File: config.mk
export PLATFORM = sky130hd
export DESIGN_NAME = sacu_top
export DESIGN_NICKNAME = d
export VERILOG_FILES = /design/src/hdl/sacu_pkg.sv /design/src/hdl/sacu_top.sv
export VERILOG_INCLUDE_DIRS = /design/src /design/src/hdl
export SDC_FILE = /design/constraint.sdc
export NUM_CORES = 1
export LEC_CHECK = 0
export BUFFER_PORTS_ARGS = -buffer_cell sky130_fd_sc_hd__buf_2
export CELL_PAD_IN_SITES_DETAIL_PLACEMENT = 0
export CELL_PAD_IN_SITES_GLOBAL_PLACEMENT = 1
export CORE_UTILIZATION = 52
export DETAILED_ROUTE_END_ITERATION = 12
export GPL_ROUTABILITY_DRIVEN = 0
export PLACE_DENSITY_LB_ADDON = 0.1
export SLEW_MARGIN = 20
export SYNTH_ARGS = -nofsm -noshare
export SYNTH_HDL_FRONTEND = slang
export SYNTH_SLANG_ARGS = --single-unit
File: constraint.sdc
create_clock -name mclk_i -period 6.4 [get_ports mclk_i]
set_input_delay 0.32 -clock mclk_i [delete_from_list [all_inputs] [get_ports mclk_i]]
set_output_delay 0.32 -clock mclk_i [all_outputs]
set_load 0.02 [all_outputs]
File: src/hdl/sacu_map.svh
// Purpose: constants of the service access command unit
// Assumes: included by the package and the top module
// Notes:   offsets are byte addresses on the register bus
`ifndef SACU_MAP_SVH
`define SACU_MAP_SVH
`define SACU_OP_PPREG   8'h20
`define SACU_OP_DCFG    8'h40
`define SACU_OP_ERASE   8'h70
`define SACU_OP_MEM     8'h00
`define SACU_ENTRY      8'h00
`define SACU_BLK_FULL   8'h80
`define SACU_ONE        8'h01
`define SACU_CRC_POLY   8'h07
`define SACU_DACC_RST   8'h03
`define SACU_DACC_MASK  8'h8F
`define SACU_DCFG_MASK  8'h07
`define SACU_PP_MASK    8'h0A
`define SACU_LOCK_BIT   2
`define SACU_DBG_BIT    1
`define SACU_HALT_BIT   2
`define SACU_PMODE_BIT  0
`define SACU_PSEL_BIT   1
`define SACU_PHALT_BIT  3
`define SACU_A_DACC     8'h00
`define SACU_A_DCFG     8'h04
`define SACU_A_PP       8'h08
`define SACU_A_STAT     8'h0C
`define SACU_A_FLAG     8'h10
`define SACU_RESP_OK    2'b00
`define SACU_RESP_ERR   2'b10
`define SACU_INIT_CAP   2'h2
`define SACU_INIT_END   2'h3
`endif

File: src/hdl/sacu_pkg.sv
// Purpose: types and shared arithmetic of the command unit
// Assumes: sacu_map.svh holds all numeric constants
// Notes:   crc is the smbus packet error code, msb first
package sacu_pkg;
`include "sacu_map.svh"
   typedef logic [7:0] sacu_byte_t;
   typedef enum logic [3:0] {
      st_idle, st_addr, st_entry, st_opc, st_bank, st_madr,
      st_wdata, st_wpec, st_rdata, st_fwd, st_nack, st_commit
   } sacu_state_t;

   function automatic sacu_byte_t sacu_crc8(input sacu_byte_t c, input sacu_byte_t d);
      sacu_byte_t r;
      r = c ^ d;
      for (int i = 0; i < 8; i++) begin
         r = r[7] ? ((r << 1) ^ `SACU_CRC_POLY) : (r << 1);
      end
      return r;
   endfunction : sacu_crc8
endpackage : sacu_pkg

File: src/hdl/sacu_top.sv
// Purpose: maintenance command decoder and security gate
// Assumes: smbus byte engine and memories on mclk_i
// Notes:   parallel port pins are synchronised before use
`include "sacu_map.svh"
module sacu_top
   import sacu_pkg::*;
#(
   parameter int BLK_DEPTH = 128
) (
   input  wire logic              mclk_i,
   input  wire logic              rst_i,
   input  wire logic [7:0]        s_axi_awaddr_i,
   input  wire logic              s_axi_awvalid_i,
   output logic                   s_axi_awready_o,
   input  wire logic [31:0]       s_axi_wdata_i,
   input  wire logic [3:0]        s_axi_wstrb_i,
   input  wire logic              s_axi_wvalid_i,
   output logic                   s_axi_wready_o,
   output logic [1:0]             s_axi_bresp_o,
   output logic                   s_axi_bvalid_o,
   input  wire logic              s_axi_bready_i,
   input  wire logic [7:0]        s_axi_araddr_i,
   input  wire logic              s_axi_arvalid_i,
   output logic                   s_axi_arready_o,
   output logic [31:0]            s_axi_rdata_o,
   output logic [1:0]             s_axi_rresp_o,
   output logic                   s_axi_rvalid_o,
   input  wire logic              s_axi_rready_i,
   input  wire logic              smb_start_i,
   input  wire logic              smb_stop_i,
   input  wire logic              smb_rx_valid_i,
   input  wire sacu_pkg::sacu_byte_t smb_rx_byte_i,
   output logic                   smb_ack_o,
   input  wire logic              smb_tx_req_i,
   output sacu_pkg::sacu_byte_t   smb_tx_byte_o,
   output logic                   fwd_valid_o,
   output sacu_pkg::sacu_byte_t   fwd_byte_o,
   input  wire logic              cpu_sleep_i,
   output logic                   cpu_halt_o,
   output logic                   erase_o,
   input  wire logic              short_sense_pin_i,
   output logic [15:0]            mem_addr_o,
   output sacu_pkg::sacu_byte_t   mem_wdata_o,
   output logic                   mem_we_o,
   input  wire sacu_pkg::sacu_byte_t mem_rdata_i,
   input  wire logic [7:0]        parallel_byte_port_i,
   output logic [7:0]             parallel_byte_port_o,
   output logic                   parallel_byte_port_oe_n_o,
   input  wire logic              write_strobe_i,
   input  wire logic              read_strobe_i,
   input  wire logic              addr_byte_select_i,
   input  wire logic              addr_latch_strobe_i
);
   import sacu_pkg::*;

   localparam int IW = $clog2(BLK_DEPTH);

   sacu_state_t st_r;
   sacu_byte_t  buf_r [BLK_DEPTH];
   sacu_byte_t  crc_r, op_r, n_r, idx_r, tx_r, fwd_r;
   sacu_byte_t  dacc_r, dcfg_r, pp_r, mwd_r, hi_r, lo_r, ppo_r;
   logic [15:0] base_r, maddr_r;
   logic        rd_pend_r, fwd_v_r, mwe_r, service_r, entry_r;
   logic [1:0]  init_r, rdp_r;
   logic        ss1_r, ss2_r;
   logic [11:0] ps1_r, ps2_r;
   logic [3:0]  ps3_r;

   // command decode of the received byte
   wire         rxv     = smb_rx_valid_i;
   wire [7:0]   rb      = smb_rx_byte_i;
   wire         locked  = dacc_r[`SACU_LOCK_BIT];
   wire         dbg_ok  = dacc_r[`SACU_DBG_BIT];
   wire         halted  = dcfg_r[`SACU_HALT_BIT];
   wire         op_cfg  = (rb == `SACU_OP_PPREG) || (rb == `SACU_OP_DCFG);
   wire         op_er   = (rb == `SACU_OP_ERASE);
   wire         op_mem  = (rb == `SACU_OP_MEM) || rb[7];
   wire         op_hw   = op_cfg || op_er || op_mem;
   wire         cfg_ok  = service_r || (!locked && dbg_ok);
   wire         mem_ok  = !locked && (service_r || dbg_ok)
                          && !cpu_sleep_i && halted
                          && !pp_r[`SACU_PSEL_BIT];
   wire         take    = op_er ? service_r
                          : (op_cfg ? cfg_ok : (op_mem && mem_ok));
   wire         pass    = !take && (!op_hw || (!service_r && locked));
   wire         go_fwd  = pass && !cpu_halt_o;
   wire [7:0]   blk_n   = (rb[6:0] == 7'h00) ? `SACU_BLK_FULL : {1'b0, rb[6:0]};
   wire [7:0]   n_dec   = op_mem ? (rb[7] ? blk_n : `SACU_ONE)
                          : (op_cfg ? `SACU_ONE : 8'h00);
   wire [7:0]   idx_inc = 8'(idx_r + `SACU_ONE);
   wire         last    = (idx_inc == n_r);
   wire         rd_ok   = (st_r == st_wdata) && (idx_r == 8'h00) && (n_r != 8'h00);
   wire [7:0]   rsrc    = (op_r == `SACU_OP_PPREG) ? pp_r
                          : ((op_r == `SACU_OP_DCFG) ? dcfg_r : mem_rdata_i);
   wire [15:0]  mptr    = 16'(base_r + {8'h00, idx_r});
   wire         in_cmt  = (st_r == st_commit);
   wire         cmt_er  = in_cmt && (op_r == `SACU_OP_ERASE);
   wire         cmt_dc  = in_cmt && (op_r == `SACU_OP_DCFG);
   wire         cmt_pp  = in_cmt && (op_r == `SACU_OP_PPREG) && service_r;
   wire         cmt_mem = in_cmt && (op_r == `SACU_OP_MEM || op_r[7]);
   wire         ent_set = (st_r == st_entry) && rxv && (rb == `SACU_ENTRY);

   // parallel port: synchronised strobes and falling edges
   wire         par_en  = service_r && !locked && pp_r[`SACU_PSEL_BIT]
                          && pp_r[`SACU_PHALT_BIT] && dcfg_r[`SACU_PMODE_BIT];
   wire         wr_fall = par_en && ps3_r[0] && !ps2_r[8];
   wire         rd_fall = par_en && ps3_r[1] && !ps2_r[9];
   wire         al_fall = par_en && ps3_r[3] && !ps2_r[11];

   // smbus acknowledge decision for the byte on smb_rx_byte_i
   assign smb_ack_o = (st_r == st_nack || st_r == st_idle) ? 1'b0
                      : (st_r == st_opc) ? (take || go_fwd)
                      : (st_r == st_wpec) ? (rb == crc_r)
                      : 1'b1;

   // register bus slave
   logic        aw_v_r, w_v_r, bv_r, rv_r;
   logic [7:0]  aw_a_r;
   logic [31:0] w_d_r, rd_r;
   logic [3:0]  w_s_r;
   logic [1:0]  br_r, rr_r;
   wire         wr_go   = aw_v_r && w_v_r && !bv_r;
   wire         w_dacc  = wr_go && (aw_a_r == `SACU_A_DACC) && w_s_r[0];
   wire         w_flag  = wr_go && (aw_a_r == `SACU_A_FLAG) && w_s_r[0] && w_d_r[0];
   wire         w_hit   = (aw_a_r == `SACU_A_DACC) || (aw_a_r == `SACU_A_FLAG);
   wire [7:0]   ra      = s_axi_araddr_i;
   wire         r_hit   = (ra == `SACU_A_DACC) || (ra == `SACU_A_DCFG)
                          || (ra == `SACU_A_PP) || (ra == `SACU_A_STAT)
                          || (ra == `SACU_A_FLAG);
   wire [31:0]  stat_w  = {16'h0000, op_r, 4'h0, par_en, halted, locked, service_r};
   wire [31:0]  rmux    = (ra == `SACU_A_DACC) ? {24'h000000, dacc_r}
                          : (ra == `SACU_A_DCFG) ? {24'h000000, dcfg_r}
                          : (ra == `SACU_A_PP) ? {24'h000000, pp_r}
                          : (ra == `SACU_A_STAT) ? stat_w
                          : {31'h00000000, entry_r};

   assign s_axi_awready_o = !aw_v_r && !bv_r;
   assign s_axi_wready_o  = !w_v_r && !bv_r;
   assign s_axi_bvalid_o  = bv_r;
   assign s_axi_bresp_o   = br_r;
   assign s_axi_arready_o = !rv_r;
   assign s_axi_rvalid_o  = rv_r;
   assign s_axi_rdata_o   = rd_r;
   assign s_axi_rresp_o   = rr_r;

   always_ff @(posedge mclk_i or posedge rst_i) begin
      if (rst_i) begin
         aw_v_r <= 1'b0;
         w_v_r  <= 1'b0;
         bv_r   <= 1'b0;
         aw_a_r <= 8'h00;
         w_d_r  <= 32'h00000000;
         w_s_r  <= 4'h0;
         br_r   <= `SACU_RESP_OK;
      end else begin
         if (s_axi_awvalid_i && s_axi_awready_o) begin
            aw_v_r <= 1'b1;
            aw_a_r <= s_axi_awaddr_i;
         end
         if (s_axi_wvalid_i && s_axi_wready_o) begin
            w_v_r <= 1'b1;
            w_d_r <= s_axi_wdata_i;
            w_s_r <= s_axi_wstrb_i;
         end
         if (wr_go) begin
            aw_v_r <= 1'b0;
            w_v_r  <= 1'b0;
            bv_r   <= 1'b1;
            br_r   <= w_hit ? `SACU_RESP_OK : `SACU_RESP_ERR;
         end else if (bv_r && s_axi_bready_i) begin
            bv_r <= 1'b0;
         end
      end
   end

   always_ff @(posedge mclk_i or posedge rst_i) begin
      if (rst_i) begin
         rv_r <= 1'b0;
         rd_r <= 32'h00000000;
         rr_r <= `SACU_RESP_OK;
      end else if (s_axi_arvalid_i && !rv_r) begin
         rv_r <= 1'b1;
         rd_r <= r_hit ? rmux : 32'h00000000;
         rr_r <= r_hit ? `SACU_RESP_OK : `SACU_RESP_ERR;
      end else if (rv_r && s_axi_rready_i) begin
         rv_r <= 1'b0;
      end
   end

   // security registers
   always_ff @(posedge mclk_i or posedge rst_i) begin
      if (rst_i) begin
         dacc_r  <= `SACU_DACC_RST;
         entry_r <= 1'b0;
      end else begin
         if (cmt_er) begin
            dacc_r <= `SACU_DACC_RST;
         end else if (w_dacc) begin
            dacc_r <= w_d_r[7:0] & `SACU_DACC_MASK;
         end
         if (ent_set) begin
            entry_r <= 1'b1;
         end else if (w_flag) begin
            entry_r <= 1'b0;
         end
      end
   end

   // service mode strap caught after reset release
   always_ff @(posedge mclk_i or posedge rst_i) begin
      if (rst_i) begin
         ss1_r     <= 1'b0;
         ss2_r     <= 1'b0;
         init_r    <= 2'h0;
         service_r <= 1'b0;
         dcfg_r    <= 8'h00;
         pp_r      <= 8'h00;
      end else begin
         ss1_r <= short_sense_pin_i;
         ss2_r <= ss1_r;
         if (init_r != `SACU_INIT_END) begin
            init_r <= 2'(init_r + 2'h1);
         end
         if (init_r == `SACU_INIT_CAP) begin
            service_r                <= ss2_r;
            dcfg_r[`SACU_HALT_BIT]   <= ss2_r;
         end else if (cmt_dc) begin
            dcfg_r <= {5'h00,
                       cpu_sleep_i ? dcfg_r[`SACU_HALT_BIT]
                                   : buf_r[0][`SACU_HALT_BIT],
                       buf_r[0][1:0]} & `SACU_DCFG_MASK;
         end
         if (cmt_pp) begin
            pp_r <= buf_r[0] & `SACU_PP_MASK;
         end
      end
   end

   // parallel port synchronisers and address latch
   always_ff @(posedge mclk_i or posedge rst_i) begin
      if (rst_i) begin
         ps1_r <= 12'h000;
         ps2_r <= 12'h000;
         ps3_r <= 4'h0;
         hi_r  <= 8'h00;
         lo_r  <= 8'h00;
         rdp_r <= 2'h0;
         ppo_r <= 8'h00;
      end else begin
         ps1_r <= {addr_latch_strobe_i, addr_byte_select_i, read_strobe_i,
                   write_strobe_i, parallel_byte_port_i};
         ps2_r <= ps1_r;
         ps3_r <= ps2_r[11:8];
         if (al_fall && ps2_r[10]) begin
            hi_r <= ps2_r[7:0];
         end else if (al_fall) begin
            lo_r <= ps2_r[7:0];
         end
         rdp_r <= {rdp_r[0], rd_fall};
         if (rdp_r[1]) begin
            ppo_r <= mem_rdata_i;
         end
      end
   end

   assign parallel_byte_port_o      = ppo_r;
   assign parallel_byte_port_oe_n_o = !(par_en && !ps2_r[9]);
   assign cpu_halt_o                = halted || par_en;
   assign erase_o                   = cmt_er;
   assign fwd_valid_o               = fwd_v_r;
   assign fwd_byte_o                = fwd_r;
   assign smb_tx_byte_o             = tx_r;
   assign mem_addr_o                = maddr_r;
   assign mem_wdata_o               = mwd_r;
   assign mem_we_o                  = mwe_r;

   // command sequencer
   always_ff @(posedge mclk_i or posedge rst_i) begin
      if (rst_i) begin
         st_r      <= st_idle;
         crc_r     <= 8'h00;
         op_r      <= 8'h00;
         n_r       <= 8'h00;
         idx_r     <= 8'h00;
         tx_r      <= 8'h00;
         fwd_r     <= 8'h00;
         fwd_v_r   <= 1'b0;
         base_r    <= 16'h0000;
         rd_pend_r <= 1'b0;
         maddr_r   <= 16'h0000;
         mwd_r     <= 8'h00;
         mwe_r     <= 1'b0;
      end else begin
         fwd_v_r <= 1'b0;
         mwe_r   <= 1'b0;
         if (smb_start_i) begin
            rd_pend_r <= rd_ok;
            if (!rd_ok) begin
               crc_r <= 8'h00;
            end
            st_r <= st_addr;
         end else if (smb_stop_i && !in_cmt) begin
            st_r <= st_idle;
         end else if (rxv) begin
            if (st_r != st_wpec) begin
               crc_r <= sacu_crc8(crc_r, rb);
            end
            case (st_r)
               st_addr: begin
                  idx_r <= 8'h00;
                  st_r  <= rb[0] ? (rd_pend_r ? st_rdata : st_nack) : st_entry;
               end
               st_entry: begin
                  if (rb == `SACU_ENTRY) begin
                     st_r <= st_opc;
                  end else begin
                     st_r    <= cpu_halt_o ? st_nack : st_fwd;
                     fwd_v_r <= !cpu_halt_o;
                     fwd_r   <= rb;
                  end
               end
               st_opc: begin
                  op_r  <= rb;
                  n_r   <= n_dec;
                  idx_r <= 8'h00;
                  if (take) begin
                     st_r <= op_er ? st_wpec : (op_cfg ? st_wdata : st_bank);
                  end else if (go_fwd) begin
                     st_r    <= st_fwd;
                     fwd_v_r <= 1'b1;
                     fwd_r   <= rb;
                  end else begin
                     st_r <= st_nack;
                  end
               end
               st_bank: begin
                  base_r[15:8] <= rb;
                  st_r         <= st_madr;
               end
               st_madr: begin
                  base_r[7:0] <= rb;
                  st_r        <= st_wdata;
               end
               st_wdata: begin
                  buf_r[idx_r[IW-1:0]] <= rb;
                  idx_r                <= idx_inc;
                  if (last) begin
                     st_r <= st_wpec;
                  end
               end
               st_wpec: begin
                  idx_r <= 8'h00;
                  st_r  <= (rb == crc_r) ? st_commit : st_nack;
               end
               st_fwd: begin
                  fwd_v_r <= !cpu_halt_o;
                  fwd_r   <= rb;
               end
               default: begin
               end
            endcase
         end else if (st_r == st_rdata && smb_tx_req_i) begin
            if (idx_r < n_r) begin
               tx_r  <= rsrc;
               crc_r <= sacu_crc8(crc_r, rsrc);
               idx_r <= idx_inc;
            end else begin
               tx_r <= crc_r;
            end
         end else if (in_cmt) begin
            if (cmt_mem) begin
               mwe_r   <= 1'b1;
               maddr_r <= mptr;
               mwd_r   <= buf_r[idx_r[IW-1:0]];
               idx_r   <= idx_inc;
            end
            if (!cmt_mem || last) begin
               st_r <= st_idle;
            end
         end
         if (st_r == st_rdata) begin
            maddr_r <= mptr;
         end
         if (wr_fall || rd_fall) begin
            maddr_r <= {hi_r, lo_r};
         end
         if (wr_fall) begin
            mwe_r <= 1'b1;
            mwd_r <= ps2_r[7:0];
         end
      end
   end
endmodule : sacu_top

==> metrics.cfg <==
[final_layout]
stdcell_count = 4651
nNetsFinal = 3424
drive_gt1_share_pct = 16.77
fillers = 7013
area_growth_pct = 12.89
fin_area_sq_um = 54790

[clock_tree]
cts_buffers = 119
clk_pin_slew_ns = 0.06
cts-htree-levels = 3
post_cts_resized = 0
clk_latency_ns = 0.71
clk_path_buf_depth = 3
cts_sinks = 1221
cts_tree = built
post_cts.repair.setup_buffers = 0
root_buffer = clkbuf_16
cts_hold_buf = 43

[global_route]
grt_pass1_wl_mm = 205.0
grt.overflow.total = 0
grt_pass1_vias = 29157
grt_usage_pct = 30.41
antenna_found_initial = 11
grt_max_degree = 130

[yosys]
synth_edf_count = 1024
synthCells = 3127
yosysMostFrequentCell = edfxtp_1
synth_common_cells = edfxtp_1, a22oi_1, nor2_1
synth_seq_area_share_pct = 73.52
synthTopCellsByArea = edfxtp_1, dfrtp_1, a22oi_1
yosys.area.top_type = edfxtp_1
ys_types = 98
ys.flop_type = edfxtp_1
avgSynthCellArea_sq_um = 15.52
netlist_area_sq_um = 48530
synth-seq-cells = 1221
synth-warning-count = 0
async_flop_share_pct = 16.13
synth_top_area_share_pct = 63.36

[sta]
finalHoldViolCount = 0
max_clock_freq_mhz = 207.8
maxSlewViolCount = 0
rsz0062_at_grt = no
finalCritPeriodShare_pct = 75.18
finalSetupViolations = 0
skew_ns = 0.01936
slew_headroom_pct = 16.37
tns_ns = 0
tightestPinTransition_ns = 1.254
period_needed_ns = 4.811

[worst_setup_path]
critPathMaxStageDelay_ns = 1.03
arrival_ns = 5.37
cp_num_buf_inv = 2
crit_path_start_kind = register
cp_data_required_time_ns = 6.96
crit_top_cell = buf_4
worstPathCellList = and3_4 > buf_4 > buf_4 > a22o_1 > a221oi_1 > a31oi_1 > a2111oi_0 > nand3_1 > a211oi_1 > o21ai_1
crit_type = register to register
cp_slowest_cell = a2111oi_0
critPathCaptureType = register
cp_max_fo = 52
path_delay_family = compound AO/OA/AOI/OAI gates

[floorplan]
initial_utilization_pct = 52.70
die_h_um = 307.5
die_area_sq_um = 94550
fp.dieW_um = 307.5
ios = 188
rows = 111
core_sq_um = 92080

[pwr]
ir_drop_mv = 0.2801
p_leak_nw = 18.34
pwr_density_cell_nw_per_um2 = 375.1

[routing]
vias = 29874
ant_nets = 0
wl_per_cell_um = 30.85
routed_wl_mm = 143.5
dr.pass1.iters = 8
route.detailed.drc = 0
first_iter_violations = 3846
viasPerCell = 6.423

[placed_design]
place_inst = 4386
postPlaceCellArea_sq_um = 50580
dp_hpwl_mm = 88.96
io_buffers = 136

[job]
cap_violations = 0

[worst_hold_path]
min_path_type = input port to register

[outcome]
status = complete, no violations

## sequential cells by signal, summed over array words and instances, names as in the netlist, 12 cells and up
signal	cells
buf_r	1024
base_r	16
mem_addr_o	16
s_axi_rdata_o	13
ps1_r	12
ps2_r	12
## layer usage
metal / global-route usage (%) / vias up / wire, um
met1: 40.92 / 15125 / 54870
met2: 46.89 / 1687 / 66380
li1: - / 12742 / -
met4: 12.83 / 6 / 6473
met3: 8.162 / 314 / 15720
met5: 0 / - / 42
## per-stage QoR
step / total power, mW / setup WS (ns) / utilization [%] / hold WS [ns]
2_1_floorplan: 12.00 / 0.7144 / - / 0.3312
3_3_place_gp: 13.77 / 1.638 / 54.91 / 0.3407
3_5_place_dp: 13.82 / 1.831 / 54.93 / 0.3380
4_1_cts: 20.57 / 1.756 / 59.48 / 0.01604
5_1_grt: 21.18 / 1.464 / 59.49 / 0.04475
6_report: 20.55 / 1.589 / 59.50 / 0.06643
## final cells by class
type	count	area (sq um)	share of cell area [%]
Sequential cell	1221	35690	65.15
Clock buffer	160	3287	5.999
Timing Repair Buffer	262	1829	3.339
Multi-Input combinational cell	1661	11770	21.49
Antenna cell	4	10.01	0.01827
Clock inverter	58	475.5	0.8678
Tap cell	1243	1555	2.839
Inverter	42	165.2	0.3015
## where the power goes
| part | total [mW] | leakage [nW] | switching, mW | internal (mW) |
|---|---|---|---|---|
| combinational | 4.63 | 4.81 | 3.00 | 1.63 |
| clock | 6.80 | 1.85 | 2.93 | 3.86 |
| sequential | 9.12 | 11.7 | 0.309 | 8.81 |
| total | 20.6 | 18.3 | 6.24 | 14.3 |
## cell usage in the layout, fill, tap and decap left out, types with 20 or more instances in the layout
cell | synthesis | final
inv_1 | 40 | 39
mux2_2 | 102 | 102
nand3_1 | 40 | 40
a41oi_1 | 43 | 43
dfrtp_1 | 195 | 192
mux2i_1 | 38 | 38
clkbuf_16 | 0 | 122
clkbuf_1 | 88 | 27
nand4_1 | 20 | 20
a22oi_1 | 288 | 288
nor3_1 | 22 | 22
ha_1 | 23 | 23
a31oi_1 | 32 | 32
a21oi_1 | 72 | 72
nor2_1 | 218 | 215
nor2b_1 | 21 | 20
a22o_1 | 54 | 54
a221oi_1 | 83 | 83
edfxtp_1 | 1024 | 1024
nand2_1 | 155 | 150
buf_4 | 27 | 85
xnor2_1 | 41 | 41
o21ai_0 | 117 | 116
clkinv_1 | 1 | 21
clkinv_2 | 0 | 22
buf_2 | 87 | 128
dlygate4sd3_1 | 0 | 43
conb_1 | 1 | 21
## cells by family after synthesis
kind of cell / count (synthesis) / synth area share [%]
compound gates: 818 / 12.34
xor+xnor: 62 / 1.209
fa+ha+maj: 24 / 0.6342
buf+inv: 265 / 2.573
flops: 1221 / 73.52
mux: 161 / 4.079
other cells: 1 / 0.007727
simple gates: 575 / 5.628
## worst register-to-register path: cells and delay by family, from the launching register on
kind                   cells  cell delay, ns
AO/OA/AOI/OAI              6            2.48
buffers and inverters      2            0.57
flip-flops                 1            0.75
AND/OR/NAND/NOR            2            0.86
## path summary, 6_finish.rpt
path	from	end	slack [ns]	cells after the start
max in group asynchronous	rst_i	ps1_r[1]$_DFF_PP0_	4.50	4
max	idx_r[2]$_DFFE_PP0P_	mem_wdata_o[4]$_DFFE_PP0P_	1.59	10
max reg2reg	idx_r[2]$_DFFE_PP0P_	mem_wdata_o[4]$_DFFE_PP0P_	1.59	10
min reg2reg	ps1_r[11]$_DFF_PP0_	ps2_r[11]$_DFF_PP0_	0.35	0
min	smb_rx_byte_i[4]	n_r[4]$_DFFE_PP0P_	0.07	3
min in group asynchronous	rst_i	entry_r$_DFFE_PP0P_	0.43	3
Note: power is estimated with default switching activity, not from simulation.
